[src/inc/vft_regs.vh]
// Register map, field layout and timing constants of the video frame timing block.
//
// How it works
// - 32-bit ancillary line stride in bytes.
// - Stride used only in raster storage mode.
// - Blanking span from bits 26 to 16.
// - Active span from bits 10 to 0.
// - Spans exclude four-byte timing code bytes.
// - Vertical line counter starts at one.
// - Marker writes take effect at once.
// - Config0 holds marker one and three.
// - Config1 holds marker five and seven.
// - Config2 holds marker nine and eleven.
// - Markers seven, nine, eleven interlace only.
`ifndef VFT_REGS_VH
`define VFT_REGS_VH

`define VFT_ADDR_CTRL     12'h000
`define VFT_ADDR_STRIDE   12'h004
`define VFT_ADDR_HSPAN    12'h008
`define VFT_ADDR_VMARK0   12'h00c
`define VFT_ADDR_VMARK1   12'h010
`define VFT_ADDR_VMARK2   12'h014
`define VFT_ADDR_STATUS   12'h018
`define VFT_ADDR_STRADDR  12'h01c

`define VFT_HI_MSB        26
`define VFT_HI_LSB        16
`define VFT_LO_MSB        10
`define VFT_LO_LSB        0
`define VFT_FIELD_MASK    32'h07ff07ff

`define VFT_CTRL_ENABLE   0
`define VFT_CTRL_ILACE    1
`define VFT_CTRL_SUBPIC   2
`define VFT_CTRL_MASK     32'h00000007

`define VFT_CODE_BYTES    11'h004
`define VFT_LINE_FIRST    11'h001
`define VFT_ZERO32        32'h00000000
`define VFT_ZERO11        11'h000
`define VFT_ONE11         11'h001

`define VFT_ST_HBLANK     2'h0
`define VFT_ST_SAV        2'h1
`define VFT_ST_ACTIVE     2'h2
`define VFT_ST_EAV        2'h3

`endif

[src/rtl/vft_hcount.v]
// Horizontal byte sequencer: timing code, blanking and active spans of one line.
`timescale 1ns/1ps
module vft_hcount (
  // Clock and reset.
  input  wire        pclk,
  input  wire        presetn,
  // Control.
  input  wire        run,
  input  wire [10:0] blank_span_bytes,
  input  wire [10:0] active_span_bytes,
  // Status.
  output reg  [1:0]  hstate_q,
  output reg         line_end_q,
  output reg         active_q
);
`include "vft_regs.vh"

  reg [10:0] cnt_q;
  reg [10:0] cnt_d;
  reg [1:0]  hstate_d;
  reg        line_end_d;

  // The code bytes are counted apart from the spans so a zero span still emits its code.
  always @* begin
    cnt_d      = cnt_q + `VFT_ONE11;
    hstate_d   = hstate_q;
    line_end_d = 1'b0;
    case (hstate_q)
      `VFT_ST_HBLANK: begin
        if (cnt_q >= blank_span_bytes) begin
          hstate_d = `VFT_ST_SAV;
          cnt_d    = `VFT_ONE11;
        end
      end
      `VFT_ST_SAV: begin
        if (cnt_q >= `VFT_CODE_BYTES) begin
          hstate_d = `VFT_ST_ACTIVE;
          cnt_d    = `VFT_ONE11;
        end
      end
      `VFT_ST_ACTIVE: begin
        if (cnt_q >= active_span_bytes) begin
          hstate_d = `VFT_ST_EAV;
          cnt_d    = `VFT_ONE11;
        end
      end
      `VFT_ST_EAV: begin
        if (cnt_q >= `VFT_CODE_BYTES) begin
          hstate_d   = `VFT_ST_HBLANK;
          cnt_d      = `VFT_ONE11;
          line_end_d = 1'b1;
        end
      end
      default: begin
        hstate_d = `VFT_ST_HBLANK;
        cnt_d    = `VFT_ONE11;
      end
    endcase
  end

  always @(posedge pclk or negedge presetn) begin
    if (!presetn) begin
      cnt_q      <= `VFT_ONE11;
      hstate_q   <= `VFT_ST_HBLANK;
      line_end_q <= 1'b0;
      active_q   <= 1'b0;
    end else if (!run) begin
      cnt_q      <= `VFT_ONE11;
      hstate_q   <= `VFT_ST_HBLANK;
      line_end_q <= 1'b0;
      active_q   <= 1'b0;
    end else begin
      cnt_q      <= cnt_d;
      hstate_q   <= hstate_d;
      line_end_q <= line_end_d;
      active_q   <= (hstate_d == `VFT_ST_ACTIVE);
    end
  end

endmodule // vft_hcount

[src/rtl/vft_top.v]
// APB register bank and frame timing top of one video output channel.
`timescale 1ns/1ps
module vft_top (
  // Clock and reset.
  input  wire        pclk,
  input  wire        presetn,
  // APB slave.
  input  wire        psel,
  input  wire        penable,
  input  wire        pwrite,
  input  wire [11:0] paddr,
  input  wire [31:0] pwdata,
  output reg  [31:0] prdata,
  output reg         pready,
  output reg         pslverr,
  // Timing outputs.
  output reg  [1:0]  hstate,
  output reg         line_end,
  output reg         video_active,
  output reg         field_bottom,
  output reg         frame_start,
  output reg  [10:0] line_number,
  // Ancillary address.
  output reg  [31:0] hanc_line_addr
);
`include "vft_regs.vh"

  ////////////////////////////////////////////////////////////////////////////
  // Register bank.

  reg  [31:0] channel_control_q;
  reg  [31:0] hanc_line_stride_q;
  reg  [31:0] horizontal_span_config_q;
  reg  [31:0] vertical_marker_config_0_q;
  reg  [31:0] vertical_marker_config_1_q;
  reg  [31:0] vertical_marker_config_2_q;
  reg  [31:0] hanc_base_q;
  reg  [31:0] addr_q;
  reg  [31:0] rdata_d;
  reg         hit_d;

  wire        setup   = psel && !penable;
  wire        wr_take = psel && penable && pready && pwrite && !pslverr;

  function known_addr;
    input [11:0] a;
    begin
      known_addr = (a == `VFT_ADDR_CTRL)   || (a == `VFT_ADDR_STRIDE) ||
                   (a == `VFT_ADDR_HSPAN)  || (a == `VFT_ADDR_VMARK0) ||
                   (a == `VFT_ADDR_VMARK1) || (a == `VFT_ADDR_VMARK2) ||
                   (a == `VFT_ADDR_STATUS) || (a == `VFT_ADDR_STRADDR);
    end
  endfunction

  function [10:0] hi_field;
    input [31:0] r;
    begin
      hi_field = r[`VFT_HI_MSB:`VFT_HI_LSB];
    end
  endfunction

  function [10:0] lo_field;
    input [31:0] r;
    begin
      lo_field = r[`VFT_LO_MSB:`VFT_LO_LSB];
    end
  endfunction

  wire run    = channel_control_q[`VFT_CTRL_ENABLE];
  wire ilace  = channel_control_q[`VFT_CTRL_ILACE];
  wire subpic = channel_control_q[`VFT_CTRL_SUBPIC];

  // Status word built from the live timing state.
  wire [31:0] status_word;

  always @* begin
    hit_d   = known_addr(paddr);
    rdata_d = `VFT_ZERO32;
    case (paddr)
      `VFT_ADDR_CTRL:    rdata_d = channel_control_q;
      `VFT_ADDR_STRIDE:  rdata_d = hanc_line_stride_q;
      `VFT_ADDR_HSPAN:   rdata_d = horizontal_span_config_q;
      `VFT_ADDR_VMARK0:  rdata_d = vertical_marker_config_0_q;
      `VFT_ADDR_VMARK1:  rdata_d = vertical_marker_config_1_q;
      `VFT_ADDR_VMARK2:  rdata_d = vertical_marker_config_2_q;
      `VFT_ADDR_STATUS:  rdata_d = status_word;
      `VFT_ADDR_STRADDR: rdata_d = hanc_base_q;
      default:           rdata_d = `VFT_ZERO32;
    endcase
  end

  // No wait state: the answer is decoded in setup and presented in the first access cycle.
  always @(posedge pclk or negedge presetn) begin
    if (!presetn) begin
      pready  <= 1'b0;
      pslverr <= 1'b0;
      prdata  <= `VFT_ZERO32;
    end else if (setup) begin
      pready  <= 1'b1;
      pslverr <= !hit_d;
      prdata  <= pwrite ? `VFT_ZERO32 : rdata_d;
    end else begin
      pready  <= 1'b0;
      pslverr <= 1'b0;
      prdata  <= `VFT_ZERO32;
    end
  end

  always @(posedge pclk or negedge presetn) begin
    if (!presetn) begin
      channel_control_q          <= `VFT_ZERO32;
      hanc_line_stride_q         <= `VFT_ZERO32;
      horizontal_span_config_q   <= `VFT_ZERO32;
      vertical_marker_config_0_q <= `VFT_ZERO32;
      vertical_marker_config_1_q <= `VFT_ZERO32;
      vertical_marker_config_2_q <= `VFT_ZERO32;
      hanc_base_q                <= `VFT_ZERO32;
    end else if (wr_take) begin
      case (paddr)
        `VFT_ADDR_CTRL:    channel_control_q <= pwdata & `VFT_CTRL_MASK;
        // Low stride bits are kept as written; software keeps 8-byte alignment.
        `VFT_ADDR_STRIDE:  hanc_line_stride_q <= pwdata;
        `VFT_ADDR_HSPAN:   horizontal_span_config_q <= pwdata & `VFT_FIELD_MASK;
        `VFT_ADDR_VMARK0:  vertical_marker_config_0_q <= pwdata & `VFT_FIELD_MASK;
        `VFT_ADDR_VMARK1:  vertical_marker_config_1_q <= pwdata & `VFT_FIELD_MASK;
        `VFT_ADDR_VMARK2:  vertical_marker_config_2_q <= pwdata & `VFT_FIELD_MASK;
        `VFT_ADDR_STRADDR: hanc_base_q <= pwdata;
        default: begin
        end
      endcase
    end
  end

  ////////////////////////////////////////////////////////////////////////////
  // Timing engines.

  wire [1:0]  h_state;
  wire        h_line_end;
  wire        h_active;
  wire [10:0] v_line;
  wire        v_active;
  wire        v_field;
  wire        v_frame;

  vft_hcount u_hcount (
    .pclk              (pclk),
    .presetn           (presetn),
    .run               (run),
    .blank_span_bytes  (hi_field(horizontal_span_config_q)),
    .active_span_bytes (lo_field(horizontal_span_config_q)),
    .hstate_q          (h_state),
    .line_end_q        (h_line_end),
    .active_q          (h_active)
  );

  vft_vcount u_vcount (
    .pclk              (pclk),
    .presetn           (presetn),
    .run               (run),
    .line_end          (h_line_end),
    .interlace_select  (ilace),
    .vline_mark_one    (hi_field(vertical_marker_config_0_q)),
    .vline_mark_three  (lo_field(vertical_marker_config_0_q)),
    .vline_mark_five   (hi_field(vertical_marker_config_1_q)),
    .vline_mark_seven  (lo_field(vertical_marker_config_1_q)),
    .vline_mark_nine   (hi_field(vertical_marker_config_2_q)),
    .vline_mark_eleven (lo_field(vertical_marker_config_2_q)),
    .line_q            (v_line),
    .vactive_q         (v_active),
    .field_q           (v_field),
    .frame_start_q     (v_frame)
  );

  assign status_word = {16'h0000, v_field, v_active, h_state, 1'b0, v_line};

  ////////////////////////////////////////////////////////////////////////////
  // Ancillary line address and registered outputs.

  // In sub-picture storage the stride is not applied and the base is held.
  always @(posedge pclk or negedge presetn) begin
    if (!presetn) begin
      addr_q <= `VFT_ZERO32;
    end else if (!run || v_frame) begin
      addr_q <= hanc_base_q;
    end else if (h_line_end && !subpic) begin
      addr_q <= addr_q + hanc_line_stride_q;
    end
  end

  always @(posedge pclk or negedge presetn) begin
    if (!presetn) begin
      hstate         <= `VFT_ST_HBLANK;
      line_end       <= 1'b0;
      video_active   <= 1'b0;
      field_bottom   <= 1'b0;
      frame_start    <= 1'b0;
      line_number    <= `VFT_LINE_FIRST;
      hanc_line_addr <= `VFT_ZERO32;
    end else begin
      hstate         <= h_state;
      line_end       <= h_line_end;
      video_active   <= h_active && v_active;
      field_bottom   <= v_field;
      frame_start    <= v_frame;
      line_number    <= v_line;
      hanc_line_addr <= subpic ? hanc_base_q : addr_q;
    end
  end

endmodule // vft_top

[src/rtl/vft_vcount.v]
// Vertical line counter and region decode against the line markers.
`timescale 1ns/1ps
module vft_vcount (
  // Clock and reset.
  input  wire        pclk,
  input  wire        presetn,
  // Control.
  input  wire        run,
  input  wire        line_end,
  input  wire        interlace_select,
  input  wire [10:0] vline_mark_one,
  input  wire [10:0] vline_mark_three,
  input  wire [10:0] vline_mark_five,
  input  wire [10:0] vline_mark_seven,
  input  wire [10:0] vline_mark_nine,
  input  wire [10:0] vline_mark_eleven,
  // Status.
  output reg  [10:0] line_q,
  output reg         vactive_q,
  output reg         field_q,
  output reg         frame_start_q
);
`include "vft_regs.vh"

  reg [10:0] line_d;
  reg        vactive_d;
  reg        field_d;
  reg        wrap;

  // Markers are read live from the register bank; no frame-boundary shadow exists.
  always @* begin
    line_d    = line_q;
    vactive_d = vactive_q;
    field_d   = field_q;
    wrap      = 1'b0;
    if (line_end) begin
      line_d = line_q + `VFT_ONE11;
      if (interlace_select) begin
        if (line_q == vline_mark_three) vactive_d = 1'b1;
        if (line_q == vline_mark_five)  vactive_d = 1'b0;
        if (line_q == vline_mark_seven) field_d   = 1'b1;
        if (line_q == vline_mark_nine)  vactive_d = 1'b1;
        if (line_q == vline_mark_eleven) begin
          vactive_d = 1'b0;
          wrap      = 1'b1;
        end
      end else begin
        if (line_q == vline_mark_three) vactive_d = 1'b1;
        if (line_q == vline_mark_five) begin
          vactive_d = 1'b0;
          wrap      = 1'b1;
        end
      end
      if (line_q == vline_mark_one) field_d = 1'b0;
      if (wrap) begin
        line_d  = `VFT_LINE_FIRST;
        field_d = 1'b0;
      end
    end
  end

  always @(posedge pclk or negedge presetn) begin
    if (!presetn) begin
      line_q        <= `VFT_LINE_FIRST;
      vactive_q     <= 1'b0;
      field_q       <= 1'b0;
      frame_start_q <= 1'b0;
    end else if (!run) begin
      line_q        <= `VFT_LINE_FIRST;
      vactive_q     <= 1'b0;
      field_q       <= 1'b0;
      frame_start_q <= 1'b0;
    end else begin
      line_q        <= line_d;
      vactive_q     <= vactive_d;
      field_q       <= field_d;
      frame_start_q <= wrap;
    end
  end

endmodule // vft_vcount

[config.mk]
export PLATFORM = sky130hd
export DESIGN_NAME = vft_top
export DESIGN_NICKNAME = d
export VERILOG_FILES = /design/src/rtl/vft_hcount.v /design/src/rtl/vft_top.v /design/src/rtl/vft_vcount.v
export VERILOG_INCLUDE_DIRS = /design/src /design/src/inc
export SDC_FILE = /design/constraint.sdc
export NUM_CORES = 1
export LEC_CHECK = 0
export BUFFER_PORTS_ARGS = -buffer_cell sky130_fd_sc_hd__buf_2
export CORE_UTILIZATION = 45
export CTS_CLUSTER_DIAMETER = 80
export DETAILED_ROUTE_END_ITERATION = 8
export PLACE_DENSITY = 0.59
export RECOVER_POWER = 25
export SYNTH_ARGS = -nofsm -noshare
export SYNTH_HDL_FRONTEND = slang
export SYNTH_SLANG_ARGS = --single-unit
[constraint.sdc]
create_clock -name pclk -period 7.6 [get_ports pclk]
set_input_delay 1.14 -clock pclk [delete_from_list [all_inputs] [get_ports pclk]]
set_output_delay 1.14 -clock pclk [all_outputs]
set_load 0.01 [all_outputs]
# After elaboration in Yosys (flattened, before gate mapping)

Cells that the tools add are included.

Bits in registers: 299
Bits in latches: 0
Memory bits (writable): 0
ROM bits: 0
Input bits: 49
Output and inout port bits: 83
Word-level logic and storage cells: 129
Memories: 0

Add/subtract/negate cells: 3
Multiply operators: 0
Divide/modulo/power cells: 0
Magnitude comparators: 3
Equal/unequal tests: 20
Shifts and indexed selects: 0
Muxes and demuxes: 45
Bitwise logic cells: 0
Reductions and logical operators: 32

Operators with widths:

| kind                    | number |
|---|---|
| $pmux W32 S8            | 1 |
| $mux W32                | 5 |
| $mux W11                | 7 |
| $eq A11 B11 Y1          | 6 |
| $eq A12 B5 Y1 const B   | 4 |
| $pmux W11 S3            | 1 |
| $add A32 B32 Y32        | 1 |
| $mux W1                 | 25 |
| $eq A12 B4 Y1 const B   | 2 |
| $add A11 B1 Y11 const B | 2 |
| $ge A11 B11 Y1          | 2 |
| $reduce_and A2 Y1       | 7 |
| $eq A12 B3 Y1 const B   | 1 |
| $logic_not A12 Y1       | 1 |
| $ge A11 B3 Y1 const B   | 1 |
| $mux W2                 | 5 |
| $logic_or A1 B1 Y1      | 8 |
| $ne A4 B1 Y1 const B    | 2 |
| $pmux W2 S4             | 1 |
| $logic_and A1 B1 Y1     | 7 |
| $eq A2 B2 Y1 const B    | 3 |
| $logic_not A1 Y1        | 5 |
| $reduce_and A3 Y1       | 1 |
| $eq A2 B1 Y1 const B    | 1 |
| 4 further kinds         | 4 |

# Logic depth before layout (Yosys ltp)

Gate-level depths: netlist of the first run.

Depth after elaboration: 10
Depth in mapped cells: 12
Depth with buffers taken out: 12

# Modules after synthesis

From an unflattened synthesis of the first run, not the netlist that was laid out.

Cell total of the unflattened synthesis: 1393
Area total of the unflattened synthesis: 15675.0 um2

Modules (own cells, without submodules):

| module     | instances | cells an instance | area an instance (um2) | sequential area each (um2) |
|---|---|---|---|---|
| vft_top    | 1         | 1045              | 12613.3                | 6757.7 |
| vft_vcount | 1         | 188               | 1645.3                 | 351.6 |
| vft_hcount | 1         | 160               | 1416.4                 | 376.6 |

# Least setup slack after synthesis of the first run

No wires, ideal clock.

Path type: input to register
From: input paddr[4]
To: register hanc_base_q[10]
Setup time: 0.125 ns
Data arrival time: 2.780 ns
Required time: 7.475 ns
Slack: 4.696 ns
Stages: 9
Buffers on the path: 4
Cell sequence: buf_2 > and2_1 > buf_2 > and3_1 > clkbuf_1 > inv_1 > nor2_1 > buf_2 > mux2_2

Cells in the longest elaborated chain, start to end: 2

Ends and longest elaborated chain:

| element                     | RTL line      | source |
|---|---|---|
| start, declared             | vft_top.v:11  | `input wire [11:0] paddr,` |
| $eq A12 B5 Y1               | vft_top.v:119 | `case (paddr)` |
| $reduce_and A2 Y1 (no line) | --            |  |
| end signal, assigned        | vft_top.v:117 | `` hanc_base_q <= `VFT_ZERO32; `` |
| end signal, assigned        | vft_top.v:127 | `` `VFT_ADDR_STRADDR: hanc_base_q <= pwdata; `` |
| end, declared               | vft_top.v:37  | `reg [31:0] hanc_base_q;` |

Every way passes these cells.
A chain may end at the register's enable or synchronous reset.

# Worst setup path after layout of the first run

From: register channel_control_q[2]
To: register addr_q[24]

Cells in the longest elaborated chain, start to end: 3

Ends and longest elaborated chain:

| element                      | RTL line      | source |
|---|---|---|
| start, declared              | vft_top.v:31  | `reg [31:0] channel_control_q;` |
| start signal, assigned       | vft_top.v:111 | `` channel_control_q <= `VFT_ZERO32; `` |
| start signal, assigned       | vft_top.v:120 | `` `VFT_ADDR_CTRL: channel_control_q <= pwdata & `VFT_CTRL_MASK; `` |
| $logic_not A1 Y1             | vft_top.v:185 | `end else if (h_line_end && !subpic) begin` |
| $logic_and A1 B1 Y1          | vft_top.v:185 |  |
| $reduce_bool A2 Y1 (no line) | --            |  |
| end signal, assigned         | vft_top.v:182 | `` addr_q <= `VFT_ZERO32; `` |
| end signal, assigned         | vft_top.v:184 | `addr_q <= hanc_base_q;` |
| end signal, assigned         | vft_top.v:186 | `addr_q <= addr_q + hanc_line_stride_q;` |
| end, declared                | vft_top.v:38  | `reg [31:0] addr_q;` |

Every way passes these cells.

==> impl_metrics.toml, run 1 <==
[status]
status = "finished, violations left"
violations = "max-capacitance violations, max-slew violations"

[timing]
setup-tns-final_ns = 0
drv_slew = 219
fmax_mhz = 200.5
slew_headroom_pct = -137.3
hold_violations = 0
holdWs_ns = 0.4277
rsz0062_at_grt = "no"
setup_viol_count_final = 0
min_period_ns = 4.987
period_share_pct = 65.62
fin_skew_ns = 0.01610
tightest_slew_ns = 3.560

[floorplanning]
die-area_um2 = 34530
dieHeight_um = 185.8
rows = 66
core_um2 = 32870
initial_core_util_pct = 46.27
die_w_um = 185.8
io-pin-count = 132

[clocking]
post_cts_buffers = 0
cts_resized = 0
clk_pin_slew_ns = 0.06
cts_buffers = 34
cts.sinks = 299
cts_buffer_depth = 3
cts_tree = "yes"
postCtsHoldBufs = 0
cts_root_buffer = "clkbuf_16"
htreeDepth = 2
clk_latency_ns = 0.53

[critical_path]
required_ns = 8.00
critPathMaxFanout = 37
crit_type = "reg2reg"
r2r_end = "addr_q[24]"
crit_chain = "clkbuf_1 -> nand2b_1 -> clkbuf_1 -> nor2_1 -> nand2_1 -> mux2i_1 -> a221o_1"
slowest_delay_ns = 1.79
worstReg2RegStart = "channel_control_q[2]"
crit_path_frequent_cell = "clkbuf_1"
r2r_slack_ns = 2.61
critPathCaptureType = "register"
start_kind = "register"
worst_r2r_path_depth = 7
arrival_ns = 5.39
crit_slowest_cell = "clkbuf_1"

[logic_synthesis]
ys_async_sr_fraction_pct = 100.0
synth_area_leaders = "dfrtp_1 49%, mux2_2 12%, ha_1 4.6%, xnor2_1 3.8%, nand2_1 2.9%"
synthCells = 1369
synth-seq-cells = 299
synth_edf_count = 0
yosysWarningCount = 0
syn_avg_cell_area_um2 = 11.11
seq_area_frac_synth_pct = 49.23
yosys.area.top_type_share_pct = 48.71
ys_types = 71
syn-num-nets = 1475
yosysTopAreaCell = "dfrtp_1"
synth_top_flop_cell = "dfrtp_1"
netlist_area_um2 = 15210

[global_route]
grt_pass1_vias = 11060
antenna_found_initial = 0
grt_pass1_wl_mm = 68.05
grt_use_total_pct = 26.47
overflow = 0
grt_max_degree = 144

[placed_design]
io_buffers = 131
gp_congestion = 0.9543
dp_hpwl_mm = 30.97

[layout]
nFillCells = 2967
num-nets-final = 1597
antenna_cells = 0
area_growth_pct = 14.74
layout.core_utilization_pct = 53.08
layout-drive-gt1-share_pct = 25.86

[job]
drv_cap = 3

[min_path]
hold_path_class = "reg2reg"
hold_depth = 0
hold-path-endpoint = "frame_start"
hp-start = "u_vcount.frame_start_q"

[detailed_routing]
drc = 0
detail-route-antenna-nets = 0
vias_per_cell = 5.815
drt-wirelength-per-cell_um = 22.66
wirelength_mm = 44.29
dr.pass1.iters = 6
drtIter0Drc = 1061
num_vias = 11360

[power]
leakage_nw = 8.437
power_density_nw_per_um2 = 195.9
ir_worst_vdd_mv = 0.1496
power.total_mw = 3.417
[sequential cells by signal, indices dropped and copies added (netlist names), 2 cells and up]
register	flops
addr_q	32
hanc_base_q	32
hanc_line_addr	32
hanc_line_stride_q	32
prdata	32
horizontal_span_config_q	22
vertical_marker_config_0_q	22
vertical_marker_config_1_q	22
vertical_marker_config_2_q	22
line_number	11
u_hcount.cnt_q	11
u_vcount.line_q	11
channel_control_q	3
hstate	2
u_hcount.hstate_q	2
[kinds of logic after synthesis]
kind of cell / count (synthesis) / synth area share, %
adder cells (fa/ha/maj): 57 / 4.740
AO/OA/AOI/OAI: 261 / 11.53
buffers and inverters: 105 / 2.987
flip-flops: 299 / 49.23
AND/OR/NAND/NOR: 348 / 10.75
XOR/XNOR: 106 / 6.105
multiplexers: 193 / 14.66
[power by group]
part	internal [mW]	switching, mW
sequential	1.59	0.000625
clock	1.08	0.657
combinational	0.0186	0.0669
[cells in the mapped netlist (all sizes together) (6+ instances only)]
master / count
dfrtp: 296
mux2: 168
nand2: 119
nor2: 101
o21ai: 83
xnor2: 66
a21oi: 65
ha: 56
xor2: 40
inv: 36
buf: 35
clkbuf: 34
nand4: 24
nand3: 22
a22oi: 20
a222oi: 18
mux2i: 18
nor3: 17
a21o: 13
nor4: 12
a31oi: 11
nand2b: 11
nor2b: 9
a221oi: 8
and2: 8
and3: 8
a22o: 7
mux4: 7
o21a: 7
or3: 6
[placed cells by master (no fill, tap or decap), drive strengths merged, types with 6 or more instances in the layout]
master / instances
and3: 8
or3: 6
a21oi: 65
a22o: 7
mux2: 168
a222oi: 18
nor4: 12
o21ai: 83
o21a: 7
and2: 8
dfrtp: 296
inv: 37
nor2: 101
nand2b: 11
a221oi: 8
a31oi: 11
nand4: 24
a21o: 13
clkbuf: 59
ha: 56
mux2i: 18
buf: 142
a22oi: 20
nor2b: 9
xnor2: 66
nand2: 119
xor2: 40
mux4: 7
nand3: 22
nor3: 17
[per-layer routing]
metal | vias to the layer above | share of wire [%] | global-route usage (%) | wire length (µm)
met1 | 5713 | 46 | 38.41 | 20170
met3 | 80 | 7.5 | 4.931 | 3314
met5 | - | 0 | 0 | 0
li1 | 5153 | - | - | -
met2 | 417 | 44 | 40.06 | 19690
met4 | 0 | 2.5 | 7.836 | 1111
[metrics by stage]
stage                     area, µm²  cells  setup WS (ns)
after floorplan               15210   1369          4.696
after global placement        16330   1897          3.135
after detailed placement      16330   1897          3.028
after CTS                     17510   1954          3.553
after global routing          17450   1954          2.245
final                         17450   1954          2.613
[worst max path at each step]
stage	startpoint	endpoint	depth (start not counted)
after floorplan	paddr[4]	hanc_base_q[10]	9
after global placement	paddr[4]	hanc_base_q[28]	6
after detailed placement	paddr[4]	hanc_base_q[30]	6
after CTS	paddr[4]	hanc_base_q[30]	6
after global routing	presetn	horizontal_span_config_q[19]	2
final	channel_control_q[2]	addr_q[24]	7
[critical path: cells and delay by family, from the launching register on]
kind	cells	cell delay (ns)
AO/OA/AOI/OAI	1	0.27
multiplexers	1	0.09
buffers and inverters	2	3.10
flip-flops	1	0.32
AND/OR/NAND/NOR	3	1.03
[layout make-up]
| type | count | area (µm²) | share of cell area (%) |
|---|---|---|---|
| inverters | 36 | 135.1 | 0.7745 |
| repair buffers | 155 | 798.3 | 4.575 |
| multi-input cells | 965 | 7298 | 41.83 |
| flip-flops and latches | 299 | 7486 | 42.91 |
| clock inverters | 11 | 186.4 | 1.069 |
| clock buffers | 46 | 989.7 | 5.673 |
| well taps | 442 | 553.0 | 3.170 |
No activity file was read; power rests on OpenSTA's default activity.
==> run 2, diff against run 1 <==
ABC_AREA = 1   (was unset)
PLACE_DENSITY = 0.61   (was 0.59)
clock period = 4.2 ns   (was 7.6 ns; I/O delays follow)
==> run 2 against run 1 <==
The flow finishes with violations (design-rule violations, max-capacitance violations, max-slew violations). Clock skew increased by 0.0020 ns. Final area increased by 6.0%. Synthesized cell count increased by 56%. Register-to-register slack got worse by 1.1 ns. Largest cell class unchanged. Highest routed layer unchanged.
==> impl_metrics.toml, run 2 <==
[timing]
fin_skew_ns = 0.01815
setup-tns-final_ns = 0
period_share_pct = 67.87
drv_slew = 102
fmax_mhz = 350.8
min_period_ns = 2.851
tightest_slew_ns = 2.850
slew_headroom_pct = -90.01
hold_violations = 0
rsz0062_at_grt = "no"
setup_viol_count_final = 0

[clocking]
clk_pin_slew_ns = 0.06
htreeDepth = 2
cts_tree = "yes"
cts_buffers = 35
clk_latency_ns = 0.54
cts.sinks = 299
cts_resized = 0
cts_buffer_depth = 3
post_cts_buffers = 0
cts_root_buffer = "clkbuf_16"
postCtsHoldBufs = 0

[logic_synthesis]
synthCells = 2129
synth_edf_count = 0
ys_types = 40
synthTopCellsByCount = "688 x nand2_1, 296 x dfrtp_1, 266 x inv_1"
synth-seq-cells = 299
yosys.area.top_type_share_pct = 45.27
ys_async_sr_fraction_pct = 100.0
yosysTopAreaCell = "dfrtp_1"
synth_area_leaders = "dfrtp_1 45%, nand2_1 16%, inv_1 6.1%, o21ai_0 5.3%, ha_1 4.3%"
synth.most_common_cell = "nand2_1"
syn_avg_cell_area_um2 = 7.685
seq_area_frac_synth_pct = 45.76
synth_top_flop_cell = "dfrtp_1"
yosysWarningCount = 0
netlist_area_um2 = 16360
syn-num-nets = 2235

[layout]
final_cell_mix = "688 x nand2_1, 296 x dfrtp_1, 266 x inv_1, 174 x o21ai_0, 146 x nor2_1"
final_area_um2 = 18490
num-nets-final = 2341
final_cells = 2718
nFillCells = 3474
layout.core_utilization_pct = 51.85
final_common_cell = "nand2_1"
area_growth_pct = 13.01
antenna_cells = 0
layout-drive-gt1-share_pct = 10.81

[detailed_routing]
num_vias = 14420
drt-wirelength-per-cell_um = 19.01
drtIter0Drc = 1173
wirelength_mm = 51.67
detail-route-antenna-nets = 0
vias_per_cell = 5.305
drc = 14
dr.pass1.iters = 8

[placed_design]
dp_hpwl_mm = 38.52
dp.cells = 2659
gp_congestion = 0.9214
io_buffers = 131
dpl_cell_area_um2 = 17320

[global_route]
met2_usage_pct = 44.78
antenna_found_initial = 0
overflow = 0
grt_util_met3_pct = 4.092
grt_busiest_layer = "met2"
grt_max_degree = 104
grt_use_total_pct = 28.79
grt_pass1_vias = 13760
grt_pass1_wl_mm = 80.19
gr-usage-met1_pct = 40.86

[power]
leakage_nw = 9.462
power_density_nw_per_um2 = 335.9
power.total_mw = 6.211
ir_worst_vdd_mv = 0.2794

[floorplanning]
rows = 69
die-area_um2 = 37120
core_um2 = 35660
die_w_um = 192.7
io-pin-count = 132
dieHeight_um = 192.7
initial_core_util_pct = 45.89

[status]
status = "finished, violations left"
violations = "design-rule violations, max-capacitance violations, max-slew violations"

[critical_path]
start_kind = "input port"
critPathMaxFanout = 64
required_ns = 4.63
critPathCaptureType = "register"
crit_type = "in2reg"
arrival_ns = 3.28

[job]
drv_cap = 1

[min_path]
hold_path_class = "in2reg"
==> run 2: path summary, 6_finish.rpt <==
path | startpoint | end | slack [ns] | depth (start not counted)
max in group asynchronous | presetn | hanc_base_q[30] | 1.48 | 2
setup reg to reg | channel_control_q[2] | addr_q[5] | 1.53 | 6
setup / recovery | paddr[11] | hanc_line_stride_q[21] | 1.35 | 8
min in group asynchronous | presetn | hanc_line_addr[14] | 0.98 | 1
hold reg to reg | u_hcount.hstate_q[0] | hstate[0] | 0.43 | 0
hold / removal | penable | pready | 0.28 | 2
==> run 2: cell families (layout without fill, tap and decap cells) <==
| family | Yosys count | after routing | synth area share (%) |
|---|---|---|---|
| AOI/OAI and AO/OA | 323 | 323 | 10.61 |
| adders and majority gates | 57 | 57 | 4.405 |
| and+or+nand+nor | 1022 | 1022 | 26.37 |
| DFF | 299 | 299 | 45.76 |
| xor gates and xnor gates | 77 | 77 | 4.122 |
| buffers and inverters | 351 | 479 | 8.734 |
==> run 2: final cells by class <==
cell class / instances / area [µm²] / share of cell area (%)
clock buffer: 50 / 1035 / 5.597
timing repair buffer: 141 / 747.0 / 4.040
multi-input combinational: 1479 / 7446 / 40.27
sequential: 299 / 7486 / 40.49
clock inverter: 9 / 148.9 / 0.8053
inverter: 279 / 1050 / 5.678
tap: 461 / 576.8 / 3.120
==> run 2: report_power, final <==
part	switching, mW	leakage (nW)	total [mW]	internal [mW]
Sequential	0.00125	4.17	2.88	2.88
Clock	1.22	0.584	3.17	1.95
Combinational	0.126	4.71	0.156	0.0297
Total	1.35	9.46	6.21	4.87
==> run 2: critical path: stages <==
cell	delay (ns)
buf_2	0.10
nor2_2	0.13
nand3_4	0.12
nor2_4	0.48
nand3_2	0.18
inv_2	0.47
nand2_2	0.72
o21ai_0	0.40
==> run 2: metrics by stage <==
step	hold WS, ns	setup slack [ns]
2_1_floorplan	0.3344	2.378
3_3_place_gp	0.4193	0.9681
3_5_place_dp	0.4117	0.8156
4_1_cts	0.1809	1.374
5_1_grt	0.2794	1.002
6_report	0.2841	1.349
==> run 2: metal layers <==
metal  up-vias  wire (µm)
met2       502      23040
met4         0       1586
li1       6951          -
met3        93       3448
met1      6873      23600
met5         -          0
==> run 3, diff against run 2 <==
PLACE_DENSITY = 0.59   (was 0.61)
clock period = 2.7 ns   (was 4.2 ns; I/O delays follow)
==> run 3 against run 2 <==
The run ends with design-rule violations left. Highest routed layer is now met5. Largest cell class unchanged. First-iteration DRC count shrank 9.4%. Via count is 0.35% higher. Power up 54%. Wire length increased by 3.3%. Global-route usage rose by 0.92 points. Worst hold slack worse by 0.20 ns.
==> impl_metrics.toml, run 3 (same netlist as run 2, synthesis figures left out) <==
[status]
status = "finished, violations left"
violations = "design-rule violations"

[timing]
rsz0062_at_grt = "no"
setup_viol_count_final = 0
slew_headroom_pct = 26.01
holdWs_ns = 0.08176
period_share_pct = 82.47
setup-tns-final_ns = 0
min_period_ns = 2.227
tightest_slew_ns = 1.110
hold_violations = 0
drv_slew = 0
fin_skew_ns = 0.01261
fmax_mhz = 449.1

[global_route]
grt_pass1_vias = 14070
antenna_found_initial = 2
grt_max_degree = 77
grt_pass1_wl_mm = 82.28
overflow = 0
grt_use_total_pct = 29.71

[clocking]
htreeDepth = 2
cts.sinks = 299
cts_buffer_depth = 3
clk_pin_slew_ns = 0.06
cts_tree = "yes"
cts_buffers = 35
post_cts_buffers = 0
cts_root_buffer = "clkbuf_16"
cts_resized = 0
clk_latency_ns = 0.53

[layout]
area_growth_pct = 14.39
num-nets-final = 2372
final_common_cell = "nand2_1"
antenna_cells = 0
final_cell_mix = "688 x nand2_1, 296 x dfrtp_1, 266 x inv_1, 174 x o21ai_0, 146 x nor2_1"
layout-drive-gt1-share_pct = 12.14

[floorplanning]
core_um2 = 35660
die_w_um = 192.7
initial_core_util_pct = 45.89
rows = 69
io-pin-count = 132
dieHeight_um = 192.7
die-area_um2 = 37120

[critical_path]
worstReg2RegStart = "u_vcount.line_q[0]"
crit_slowest_cell = "dfstp_1"
crit_path_frequent_cell = "nand3_1"
slowest_delay_ns = 0.94
critPathCaptureType = "register"
startpoint = "u_vcount.line_q[0]"
required_ns = 3.09
crit_chain = "xnor2_1 -> nand3_1 -> nor2_1 -> nand3_1 -> nand3_1 -> a21oi_1"
crit_type = "reg2reg"
start_kind = "register"
arrival_ns = 2.61
critPathTopFamily = "flip-flops"
path_buf_inv = 0
critPathMaxFanout = 11

[power]
leakage_nw = 9.611
ir_worst_vdd_mv = 0.3588
power.total_mw = 9.567
power_density_nw_per_um2 = 511.2

[detailed_routing]
drtIter0Drc = 1063
drc = 18
wirelength_mm = 53.37
drt-wirelength-per-cell_um = 19.40
detail-route-antenna-nets = 0
vias_per_cell = 5.260
num_vias = 14470
dr.pass1.iters = 7

[job]
drv_cap = 0

[min_path]
hold_path_class = "in2reg"
hp-start = "penable"

[placed_design]
dp_hpwl_mm = 39.96
gp_congestion = 0.9670
io_buffers = 131
[run 3: cell count changes in the layout (fill, tap and decap cells not counted)]
| cell | previous run | this run |
|---|---|---|
| buf_8 | 0 | 1 |
| dlygate4sd3_1 | 0 | 1 |
| clkbuf_2 | 1 | 3 |
| inv_6 | 0 | 1 |
| clkinvlp_4 | 0 | 1 |
| clkbuf_1 | 10 | 8 |
| clkbuf_8 | 6 | 11 |
| buf_4 | 6 | 33 |
| bufinv_16 | 4 | 1 |
[run 3: cell type report]
| class | instances | area [µm²] |
|---|---|---|
| Fill cell | 3448 | 16940 |
| Sequential cell | 299 | 7486 |
| Multi-Input combinational cell | 1479 | 7446 |
| Clock buffer | 53 | 1096 |
| Inverter | 279 | 1050 |
| Timing Repair Buffer | 172 | 984.7 |
| Tap cell | 461 | 576.8 |
| Clock inverter | 8 | 75.07 |
[run 3: path summary, 6_finish.rpt]
check / depth (start not counted) / endpoint / slack (ns)
worst max-delay path: 6 / u_vcount.line_q[4] / 0.47
worst min-delay path: 2 / pready / 0.08
worst max register to register: 6 / u_vcount.line_q[4] / 0.47
worst min register to register: 0 / field_bottom / 0.45
max in group asynchronous: 3 / u_hcount.cnt_q[1] / 0.86
min in group asynchronous: 2 / prdata[29] / 0.46
[run 3: power by group]
part | internal (mW) | switching, mW
combinational | 0.0513 | 0.202
sequential | 4.48 | 0.00170
clock | 2.90 | 1.93
[run 3: per-layer routing]
| metal | routed length [µm] | up-vias | global-route usage [%] |
|---|---|---|---|
| li1 | - | 7028 | - |
| met5 | 29 | - | 0 |
| met1 | 23450 | 6870 | 40.23 |
| met4 | 1692 | 4 | 9.933 |
| met2 | 24830 | 480 | 48.70 |
| met3 | 3372 | 87 | 4.183 |
[run 3: metrics by stage]
step                util, %  instance area, µm²  worst slack (ns)  std cells
floorplan                 -               16360            0.8993       2129
global route          52.49               18710            0.3244       2751
detailed placement    49.29               17570            0.3167       2689
CTS                   52.60               18760            0.5774       2751
global placement      49.29               17570            0.3642       2689
finish                52.49               18710            0.4734       2751
[run 3: worst reg2reg max path, stage by stage (launching register included)]
cell and delay [ns]:
dfstp_1 0.94, xnor2_1 0.19, nand3_1 0.12, nor2_1 0.16
nand3_1 0.22, nand3_1 0.34, a21oi_1 0.12
[run 3: timing repair]
action / in CTS / in global routing
hold buffers: 1 / 0
endpoints found under the hold margin: 68 / 0
endpoints found under the setup margin: 0 / 0
